### src/csf_regs.svh
// Behaviour
// - The arithmetic flags, the reset-cause flags and the bank select bits live together in one status register.
// - The status register may be the destination of any instruction, like any other file register.
// - If an instruction that updates zero, digit carry or carry also writes the status register, those bits come from the flag logic, not the written value.
// - Writes to the watchdog time-out and power-down flags are ignored; they keep their hardware values.
// - Clearing the status register clears the three upper bank bits and sets zero, leaving the other bits unchanged.
// - Bit clear, bit set, nibble swap and move-to-file change zero, digit carry or carry only when the status register is their destination.
// - In subtraction, carry is an active-low borrow and digit carry an active-low digit borrow.
// - The watchdog time-out flag sits at bit 4, reads one after power-up, watchdog clear or sleep, and zero after a time-out.
// - The power-down flag sits at bit 3, is set by power-up or watchdog clear, and cleared by sleep.
// - Carry sits at bit 0 and is set by a carry-out of the most significant bit in add and subtract.
// - Subtraction adds the two's complement of the second operand; rotates load carry from the high or low source bit.
`ifndef CSF_REGS_SVH
`define CSF_REGS_SVH

`define CSF_OFS_STATUS 8'h00
`define CSF_OFS_RESULT 8'h04

`define CSF_BIT_C 0
`define CSF_BIT_DC 1
`define CSF_BIT_Z 2
`define CSF_BIT_PD 3
`define CSF_BIT_TO 4
`define CSF_BIT_RP_LO 5
`define CSF_BIT_RP_HI 6
`define CSF_BIT_IRP 7

`define CSF_STATUS_RST 8'h18

`endif

### src/csf_pkg.sv
package csf_pkg;

  typedef enum logic [3:0] {
    CSF_OP_NONE = 4'h0,
    CSF_OP_ADD = 4'h1,
    CSF_OP_SUB = 4'h2,
    CSF_OP_AND = 4'h3,
    CSF_OP_IOR = 4'h4,
    CSF_OP_XOR = 4'h5,
    CSF_OP_MOVE = 4'h6,
    CSF_OP_CLR = 4'h7,
    CSF_OP_RLF = 4'h8,
    CSF_OP_RRF = 4'h9
  } csf_op_t;

  // One instruction step from the core; opa is f (or the ready result for MOVE), opb is w
  typedef struct packed {
    logic valid;
    csf_op_t op;
    logic [7:0] opa;
    logic [7:0] opb;
    logic dest_status;
    logic sleep;
    logic wdt_clear;
    logic wdt_timeout;
  } csf_core_req_t;

  // Flag vectors are ordered {z, dc, c}
  typedef struct packed {
    logic [7:0] res;
    logic [2:0] upd;
    logic [2:0] flags;
  } csf_alu_t;

  typedef struct packed {
    logic [7:0] status;
    logic [7:0] result;
    logic result_valid;
    logic ack;
    logic [31:0] rdata;
  } csf_state_t;

endpackage : csf_pkg

### src/csf_status_reg.sv
`timescale 1ns/1ns
`include "csf_regs.svh"

module csf_status_reg (
  // Clock and reset
  input wire logic clk,
  input wire logic resetn,
  // Wishbone slave
  input wire logic wb_cyc_i,
  input wire logic wb_stb_i,
  input wire logic wb_we_i,
  input wire logic [7:0] wb_adr_i,
  input wire logic [3:0] wb_sel_i,
  input wire logic [31:0] wb_dat_i,
  output logic [31:0] wb_dat_o,
  output logic wb_ack_o,
  // Core execution side
  input wire csf_pkg::csf_core_req_t core_req,
  output logic [7:0] status_o,
  output logic [7:0] result_o,
  output logic result_valid_o
);
  import csf_pkg::*;

  csf_state_t st_ff;
  csf_state_t nxt_st;
  csf_alu_t alu;
  logic bus_req;
  logic [7:0] wstat;

  // Eight-bit add with carry in; result is {digit carry, carry, sum}
  function automatic logic [9:0] csf_add(input logic [7:0] a, input logic [7:0] b, input logic cin);
    logic [8:0] s;
    logic [4:0] h;
    s = {1'h0, a} + {1'h0, b} + {8'h00, cin};
    h = {1'h0, a[3:0]} + {1'h0, b[3:0]} + {4'h0, cin};
    return {h[4], s};
  endfunction

  // Flag logic of one instruction
  function automatic csf_alu_t csf_alu(input csf_op_t op, input logic [7:0] a, input logic [7:0] b,
                                       input logic c_in);
    logic [9:0] sum;
    csf_alu_t o;
    o = '0;
    sum = 10'h000;
    case (op)
      CSF_OP_ADD: begin
        sum = csf_add(a, b, 1'h0);
        o.res = sum[7:0];
        o.upd = 3'h7;
        o.flags[1:0] = sum[9:8];
      end
      CSF_OP_SUB: begin
        // Two's complement add: a carry out means no borrow, so both flags are active-low borrows
        sum = csf_add(a, ~b, 1'h1);
        o.res = sum[7:0];
        o.upd = 3'h7;
        o.flags[1:0] = sum[9:8];
      end
      CSF_OP_AND: begin
        o.res = a & b;
        o.upd = 3'h4;
      end
      CSF_OP_IOR: begin
        o.res = a | b;
        o.upd = 3'h4;
      end
      CSF_OP_XOR: begin
        o.res = a ^ b;
        o.upd = 3'h4;
      end
      CSF_OP_CLR: begin
        o.res = 8'h00;
        o.upd = 3'h4;
      end
      CSF_OP_RLF: begin
        o.res = {a[6:0], c_in};
        o.upd = 3'h1;
        o.flags[0] = a[7];
      end
      CSF_OP_RRF: begin
        o.res = {c_in, a[7:1]};
        o.upd = 3'h1;
        o.flags[0] = a[0];
      end
      CSF_OP_MOVE: begin
        // Bit set/clear, swap and move arrive here with the result already formed
        o.res = a;
        o.upd = 3'h0;
      end
      default: begin
        o.res = a;
        o.upd = 3'h0;
      end
    endcase
    o.flags[2] = (o.res == 8'h00);
    return o;
  endfunction

  // Hardware flag update on top of a given status value
  function automatic logic [7:0] csf_apply(input logic [7:0] base, input logic [2:0] upd,
                                           input logic [2:0] flags);
    logic [7:0] n;
    n = base;
    if (upd[2]) begin
      n[`CSF_BIT_Z] = flags[2];
    end
    if (upd[1]) begin
      n[`CSF_BIT_DC] = flags[1];
    end
    if (upd[0]) begin
      n[`CSF_BIT_C] = flags[0];
    end
    return n;
  endfunction

  // Merge of a written value with flag updates; shared by core and bus writes
  function automatic logic [7:0] csf_merge(input logic [7:0] old, input logic [7:0] wval,
                                           input logic [2:0] upd, input logic [2:0] flags);
    logic [7:0] n;
    // Time-out and power-down are never taken from the written value
    n = old;
    n[`CSF_BIT_IRP] = wval[`CSF_BIT_IRP];
    n[`CSF_BIT_RP_HI:`CSF_BIT_RP_LO] = wval[`CSF_BIT_RP_HI:`CSF_BIT_RP_LO];
    if (upd == 3'h0) begin
      n[`CSF_BIT_Z] = wval[`CSF_BIT_Z];
      n[`CSF_BIT_DC] = wval[`CSF_BIT_DC];
      n[`CSF_BIT_C] = wval[`CSF_BIT_C];
    end else begin
      // Touching any arithmetic flag blocks the write to all three; untouched ones keep their value
      n = csf_apply(n, upd, flags);
    end
    return n;
  endfunction

  // Reset-cause flags {to, pd}: a time-out beats sleep, which beats a watchdog clear
  function automatic logic [1:0] csf_cause(input logic [1:0] to_pd, input logic valid, input logic sleep,
                                           input logic wdt_clear, input logic wdt_timeout);
    logic [1:0] n;
    n = to_pd;
    if (valid && wdt_clear) begin
      n = 2'h3;
    end
    if (valid && sleep) begin
      n = 2'h2;
    end
    // The time-out is a hardware event, so it wins over a clear in the same cycle
    if (wdt_timeout) begin
      n[1] = 1'h0;
    end
    return n;
  endfunction

  // Read decode: unmapped offsets and the upper bytes read as zero
  function automatic logic [31:0] csf_read(input logic [7:0] adr, input logic [7:0] status,
                                           input logic [7:0] result);
    logic [31:0] d;
    d = 32'h0000_0000;
    case (adr)
      `CSF_OFS_STATUS: begin
        d = {24'h00_0000, status};
      end
      `CSF_OFS_RESULT: begin
        d = {24'h00_0000, result};
      end
      default: begin
        d = 32'h0000_0000;
      end
    endcase
    return d;
  endfunction

  assign alu = csf_alu(core_req.op, core_req.opa, core_req.opb, st_ff.status[`CSF_BIT_C]);
  assign bus_req = wb_cyc_i && wb_stb_i && !st_ff.ack;
  assign wstat = wb_sel_i[0] ? wb_dat_i[7:0] : st_ff.status;

  always_comb begin
    nxt_st = st_ff;
    nxt_st.ack = bus_req;
    nxt_st.result_valid = 1'h0;
    if (bus_req && wb_we_i && wb_adr_i == `CSF_OFS_STATUS) begin
      // Software writes behave like a move: no flag logic involved
      nxt_st.status = csf_merge(st_ff.status, wstat, 3'h0, 3'h0);
    end
    if (core_req.valid) begin
      nxt_st.result = alu.res;
      nxt_st.result_valid = 1'h1;
      // A core write in the same cycle overrides a bus write
      if (core_req.dest_status) begin
        nxt_st.status = csf_merge(st_ff.status, alu.res, alu.upd, alu.flags);
      end else begin
        nxt_st.status = csf_apply(nxt_st.status, alu.upd, alu.flags);
      end
    end
    nxt_st.status[`CSF_BIT_TO:`CSF_BIT_PD] = csf_cause(st_ff.status[`CSF_BIT_TO:`CSF_BIT_PD], core_req.valid,
                                                        core_req.sleep, core_req.wdt_clear, core_req.wdt_timeout);
    nxt_st.rdata = 32'h0000_0000;
    if (bus_req && !wb_we_i) begin
      nxt_st.rdata = csf_read(wb_adr_i, st_ff.status, st_ff.result);
    end
  end

  always_ff @(posedge clk or negedge resetn) begin
    if (!resetn) begin
      st_ff <= '{status: `CSF_STATUS_RST,
                 result: 8'h00,
                 result_valid: 1'h0,
                 ack: 1'h0,
                 rdata: 32'h0000_0000};
    end else begin
      st_ff <= nxt_st;
    end
  end

  assign wb_dat_o = st_ff.rdata;
  assign wb_ack_o = st_ff.ack;
  assign status_o = st_ff.status;
  assign result_o = st_ff.result;
  assign result_valid_o = st_ff.result_valid;

endmodule // csf_status_reg

### config.mk
export PLATFORM = sky130hd
export DESIGN_NAME = csf_status_reg
export DESIGN_NICKNAME = d
export VERILOG_FILES = /design/src/csf_pkg.sv /design/src/csf_status_reg.sv
export VERILOG_INCLUDE_DIRS = /design/src
export SDC_FILE = /design/constraint.sdc
export NUM_CORES = 1
export LEC_CHECK = 0
export ABC_AREA = 1
export BUFFER_PORTS_ARGS = -buffer_cell sky130_fd_sc_hd__buf_2
export CAP_MARGIN = 0
export CORE_MARGIN = 8
export CORE_UTILIZATION = 40
export CTS_CLUSTER_DIAMETER = 200
export CTS_CLUSTER_SIZE = 40
export DETAILED_ROUTE_END_ITERATION = 8
export PLACE_DENSITY = 0.68
export SKIP_LAST_GASP = 1
export SLEW_MARGIN = 0
export SYNTH_ARGS = -nofsm -noshare
export SYNTH_HDL_FRONTEND = slang
export SYNTH_SLANG_ARGS = --single-unit
### constraint.sdc
create_clock -name clk -period 1.55 [get_ports clk]
set_input_delay 0.0775 -clock clk [delete_from_list [all_inputs] [get_ports clk]]
set_output_delay 0.0775 -clock clk [all_outputs]
set_load 0.05 [all_outputs]
# Word-level counts from Yosys, hierarchy flattened
# Index checks and enable logic that the tools add are counted.
[word_totals] ff_bits=50 in_bits=74 out_inout_bits=50 word_cells=65
[op_classes] add_sub_neg=6 n_eq_ne=12 mux=19 bitwise=4 n_reduce_logical=14
[op_table] op="$pmux 11 s8" count=1
[op_table] op="$mux 8" count=4
[op_table] op="$add 8x8->9" count=2
[op_table] op="$mux 17" count=1
[op_table] op="$logic_not 8->1" count=2
[op_table] op="$pmux 8 s2" count=1
[op_table] op="$eq 4x3->1 const B" count=3
[op_table] op="$ne 4x2->1 const B" count=3
[op_table] op="$add 4x4->5" count=2
[op_table] op="$add 9x1->9 const B" count=1
[op_table] op="$and 8x8->8" count=1
[op_table] op="$eq 4x2->1 const B" count=2
[op_table] op="$eq 4x4->1 const B" count=2
[op_table] op="$eq 8x3->1 const B" count=1
[op_table] op="$not 8->8" count=1
[op_table] op="$or 8x8->8" count=1
[op_table] op="$xor 8x8->8" count=1
[op_table] op="$logic_and 1x1->1" count=7
[op_table] op="$mux 1" count=7
[op_table] op="$add 5x1->5 const B" count=1
[op_table] op="$eq 4x1->1 const B" count=1
[op_table] op="$mux 2" count=2
[op_table] op="$pmux 1 s4" count=1
[op_table] op="$logic_not 3->1" count=1
[op_table] op="other kinds (5)" count=6

# Longest topological paths before layout
[logic_depth] ltp_word=9 ltp_mapped=16 ltp_nobuf=16

# Least setup slack after synthesis
# No wires, ideal clock.
[synth_timing] path_kind="input to register" startpoint="in core_req[12] in the netlist's numbering" endpoint="reg st_ff, in the netlist status_o[0]" setup_ns=0.123 arrival_time_ns=1.524 slack_ns=-0.096 cell_stages=16 n_path_buf=0 cell_sequence="inv_1 -> ha_1 -> inv_1 -> fa_1 -> nand3_1 -> nand2_1 -> nand2_1 -> nand2_1 -> nand2_1 -> nand2_1 -> nand2_1 -> nand2_1 -> nand2_1 -> nand3b_1 -> a21oi_1 -> nor2_1"
[synth_via] elab_chain_cells=7
[synth_lines] element="from (decl)" line="csf_status_reg.sv:18" rtl="input wire csf_pkg::csf_core_req_t core_req,"
[synth_lines] element="$add 8x8->9" line="csf_status_reg.sv:35" rtl="s = {1'h0, a} + {1'h0, b} + {8'h00, cin};"
[synth_lines] element="$add 9x1->9" line="csf_status_reg.sv:35"
[synth_lines] element="$pmux 1 s4" line="csf_status_reg.sv:47" rtl="case (op)"
[synth_lines] element="$mux 1" line="csf_status_reg.sv:112" rtl="if (upd[0]) begin"
[synth_lines] element="$mux 3" line="csf_status_reg.sv:126" rtl="if (upd == 3'h0) begin"
[synth_lines] element="$mux 8 (*)" line="csf_status_reg.sv:190" rtl="if (core_req.dest_status) begin"
[synth_lines] element="$mux 17 (*)" line="csf_status_reg.sv:186" rtl="if (core_req.valid) begin"
[synth_lines] element="to (signal assigned)" line="csf_status_reg.sv:206" rtl="st_ff <= '{status: `CSF_STATUS_RST,"
[synth_lines] element="to (signal assigned)" line="csf_status_reg.sv:212" rtl="st_ff <= nxt_st;"
[synth_lines] element="to (decl)" line="csf_status_reg.sv:25" rtl="csf_state_t st_ff;"
# Every way passes the cells marked *; elsewhere a longest branch is shown, timed or not. The select of a mux whose other input is x is not followed.
# A chain may end at the register's enable or synchronous reset.

# Worst setup path after layout
[layout_timing] startpoint="in core_req[17] in the netlist's numbering" endpoint="reg st_ff, in the netlist status_o[0]"
[layout_via] elab_chain_cells=7
[layout_lines] element="$add 8x8->9" line="csf_status_reg.sv:35"
[layout_lines] element="$add 9x1->9" line="csf_status_reg.sv:35"
[layout_lines] element="$pmux 1 s4 (*)" line="csf_status_reg.sv:47"
[layout_lines] element="$mux 1" line="csf_status_reg.sv:112"
[layout_lines] element="$mux 3" line="csf_status_reg.sv:126"
[layout_lines] element="$mux 8 (*)" line="csf_status_reg.sv:190"
[layout_lines] element="$mux 17 (*)" line="csf_status_reg.sv:186"
# Marks and branches as above.

==> key figures <==
Floorplanning
  – Die ar.: 0.0100 sq mm
  – Io pins: approximately 120
  – Core ar.: between 0.006 and 0.007 sq mm
  – Rows: 30
  – Die Ht: about 100 microns
  – Die X: between 100 and 150 microns
  – Starting Density: 0.415

Clocking
  – Clock Sinks: 26
  – CTS tree: built
  – CTS clk-pin slew, worst paths: 0.09 ns
  – CTS Buf Count: 3
  – Htree depth: 1
  – Root Buffer: clkbuf_8
  – Skew-Pair Late Insertion Delay: 0.27 ns
  – Longest Clk Path Bufs: 2

Detailed routing
  – Drt pass-1 iters: 5
  – WL final: 9500 microns
  – Routed length on met2: 4750 microns
  – Via count: 3361
  – Post-route DRC: 0
  – Top Layer Used: met4
  – Via density: slightly below 5
  – Post-route ant nets: 0
  – Avg WL per Cell: 13.7 microns
  – DR iter-0 viols: 157
  – Routed length on met3: ~710 microns
  – Met1 wire length: 3830 microns

Critical path
  – Worst r2r src: wb_ack_o$_DFF_PN0_
  – Worst R2R Path Depth: 8
  – Critical path's slowest cell: ha_2
  – CP Capture Type: flop
  – CP bufs+invs: 3
  – Crit path DAT: 1.71 ns
  – CP cell instances: buf_2, inv_1, ha_2, buf_4, a21oi_1, nand2_1, nand2_1, nand2_1, nand2_1, nand2_1, nand2_1, nand3b_1, a21oi_2, nor2_1
  – Crit start category: input port
  – Critical path type: in2reg
  – Crit path max fanout: 7
  – R2r setup slk: 0.06 ns
  – Required time worst endpoint: between 1.5 and 2 ns
  – Delay of the slowest critical-path stage: 0.33 ns
  – Top delay family on crit path: simple AND/OR/NAND/NOR gates
  – Reg2reg end: status_o[2]$_DFFE_PN0P_
  – CP most frequent cell: nand2_1

Synth
  – Synth async-reset ratio: 1.00
  – Sequential share of the synthesized area: 0.230
  – Cell taking the most area after synthesis: dfrtp_1
  – Most frequent cell after synthesis: nand2_1
  – YS warnings: 0
  – Post-Syn Instances: approximately 450
  – Synth cell count leaders: 134 x nand2_1, 60 x inv_1, 47 x nor2_1
  – Largest cells by area after synthesis: dfrtp_1 21%, nand2_1 18%, ha_1 11%
  – Synthesized area per cell: 6.26 sq um
  – Top cell type's share of synthesized area: 0.212
  – Netlist Area Pre-Place: between 0.002 and 0.003 sq mm
  – Post-synthesis sequential element count: 26
  – EDFF count, synth: 0
  – Ys flop type: dfrtp_1
  – Netlist cell types: 34

STA
  – Slew Limit Fails: 0
  – Finish-stage setup viols: 0
  – Fin crit share: 0.997
  – Worst Tran Pin Value: 0.589 ns
  – Achievable Freq: 647 MHz
  – Worst clock skew: 0.00144 ns
  – Relative slew slack: 0.607
  – Hold_ws: 0.0307 ns
  – Hold Vio Cnt, Final: 0
  – RSZ-0062 raised after global routing: true
  – Setup TNS: 0 ns
  – Fin crit period: approximately 1.5 ns

Placement
  – Placed Area: roughly 0.0037 sq mm
  – Post-DP HPWL: 7960 microns
  – Placed Cells incl. Taps: slightly below 700
  – RePlAce Congestion: 0.912
  – Port bufs: 70

Worst hold path
  – Hold crit path type: in2reg
  – Hold_sp: wb_stb_i
  – Worst hold path endpoint: wb_ack_o$_DFF_PN0_
  – Hold depth: 3

Global routing
  – Number of global-route vias before repair: 3259
  – GRT overflow: 0
  – First-pass GRT wire length: 15400 microns
  – Initial antenna violation count: 0
  – Largest net degree at the start of global routing: 27
  – Tot GR Track Use: 0.186

Power
  – Power density over cell area: 687 mW/mm^2
  – Lkg Pwr: 2.20 nW
  – Max VDD drop: 0.328 mV
  – Tot Pwr: ~2.8 mW

Finish
  – Antenna Cells: 0
  – Finished Layout Cells: 691
  – Layout cell share with drive strength beyond 1: 0.346
  – Fin area: between 0.004 and 0.005 sq mm
  – Nets: 696
  – Area growth syn-to-layout: 42.1%

Run
  – Max-capacitance violation count: 0

Outcome
  – Outcome: completed
[power by group]
part / internal [mW] / switching (mW) / total, mW
clock: 0.346 / 0.219 / 0.564
combinational: 0.483 / 0.917 / 1.40
sequential: 0.749 / 0.0554 / 0.804
total: 1.58 / 1.19 / 2.77
[cells by family (layout without fill, tap and decap cells)]
family	count (synthesis)	count (layout)	synth area share
DFF	26	26	0.230
other	1	24	0.00132
buffers and inverters	93	212	0.157
adders and majority gates	26	26	0.120
and+or+nand+nor	249	249	0.379
AOI/OAI and AO/OA	56	56	0.106
xor gates and xnor gates	2	2	0.00618
[worst max path at each step]
stage | start | end | slack [ns] | depth (start not counted)
after CTS | core_req[12] | status_o[0]$_DFFE_PN0P_ | -0.004 | 17
after floorplan | core_req[7] | status_o[2]$_DFFE_PN0P_ | 0.003 | 12
after detailed placement | core_req[7] | status_o[2]$_DFFE_PN0P_ | -0.39 | 13
after global routing | core_req[4] | status_o[2]$_DFFE_PN0P_ | -0.13 | 14
final | core_req[17] | status_o[0]$_DFFE_PN0P_ | 0.004 | 14
after global placement | core_req[7] | status_o[2]$_DFFE_PN0P_ | -0.34 | 13
[routing by layer]
| layer | vias to the layer above | GRT usage |
|---|---|---|
| li1 | 1662 | - |
| met1 | 1557 | 0.218 |
| met2 | 122 | 0.344 |
| met3 | 20 | 0.0235 |
| met4 | 0 | 0.0535 |
| met5 | - | 0 |
[sequential cells by signal, summed over array words and instances (netlist names)]
register / count
result_o: 8
status_o: 8
wb_dat_o: 8
result_valid_o: 1
wb_ack_o: 1
[worst min-delay path, cell delays in order]
cell	delay, ns
buf_2	0.09
nand2_1	0.05
nor2_1	0.05
[cell type report]
class                      instances  area, sq um
fill                             693         2800
multi-input combinational        357         1980
timing repair buffer             145          950
sequential                        26          654
inverter                          63          248
tap                               96          120
clock buffer                       3         41.3
clock inverter                     1         30.0
[stage by stage]
step           utilization  worst slack (ns)
2_1_floorplan            -           0.00273
3_3_place_gp         0.546            -0.343
3_5_place_dp         0.546            -0.389
4_1_cts              0.566          -0.00393
5_1_grt              0.590            -0.125
6_report             0.590           0.00412
[what timing repair did]
item                                   CTS  global route
pin swaps                                4            17
buffers inserted                         2             2
endpoints found under the hold margin   25             0
resized for setup                        6            44
setup endpoints to repair                3            10
hold buffers                             2             0
[cells in the final DEF (no fill, tap or decap), types with 4 or more instances in the layout]
cell type,instances
nand2_1,131
buf_4,74
buf_2,65
inv_1,52
nor2_1,43
nand3_1,37
conb_1,24
dfrtp_1,23
a21oi_1,19
ha_1,16
o21ai_0,15
nor2_2,8
inv_2,7
nand2_2,7
a21oi_2,7
nand3_2,6
o21ai_1,5
nor3_1,5
ha_4,5
o22ai_1,4
(Power assumes the default switching activity.)
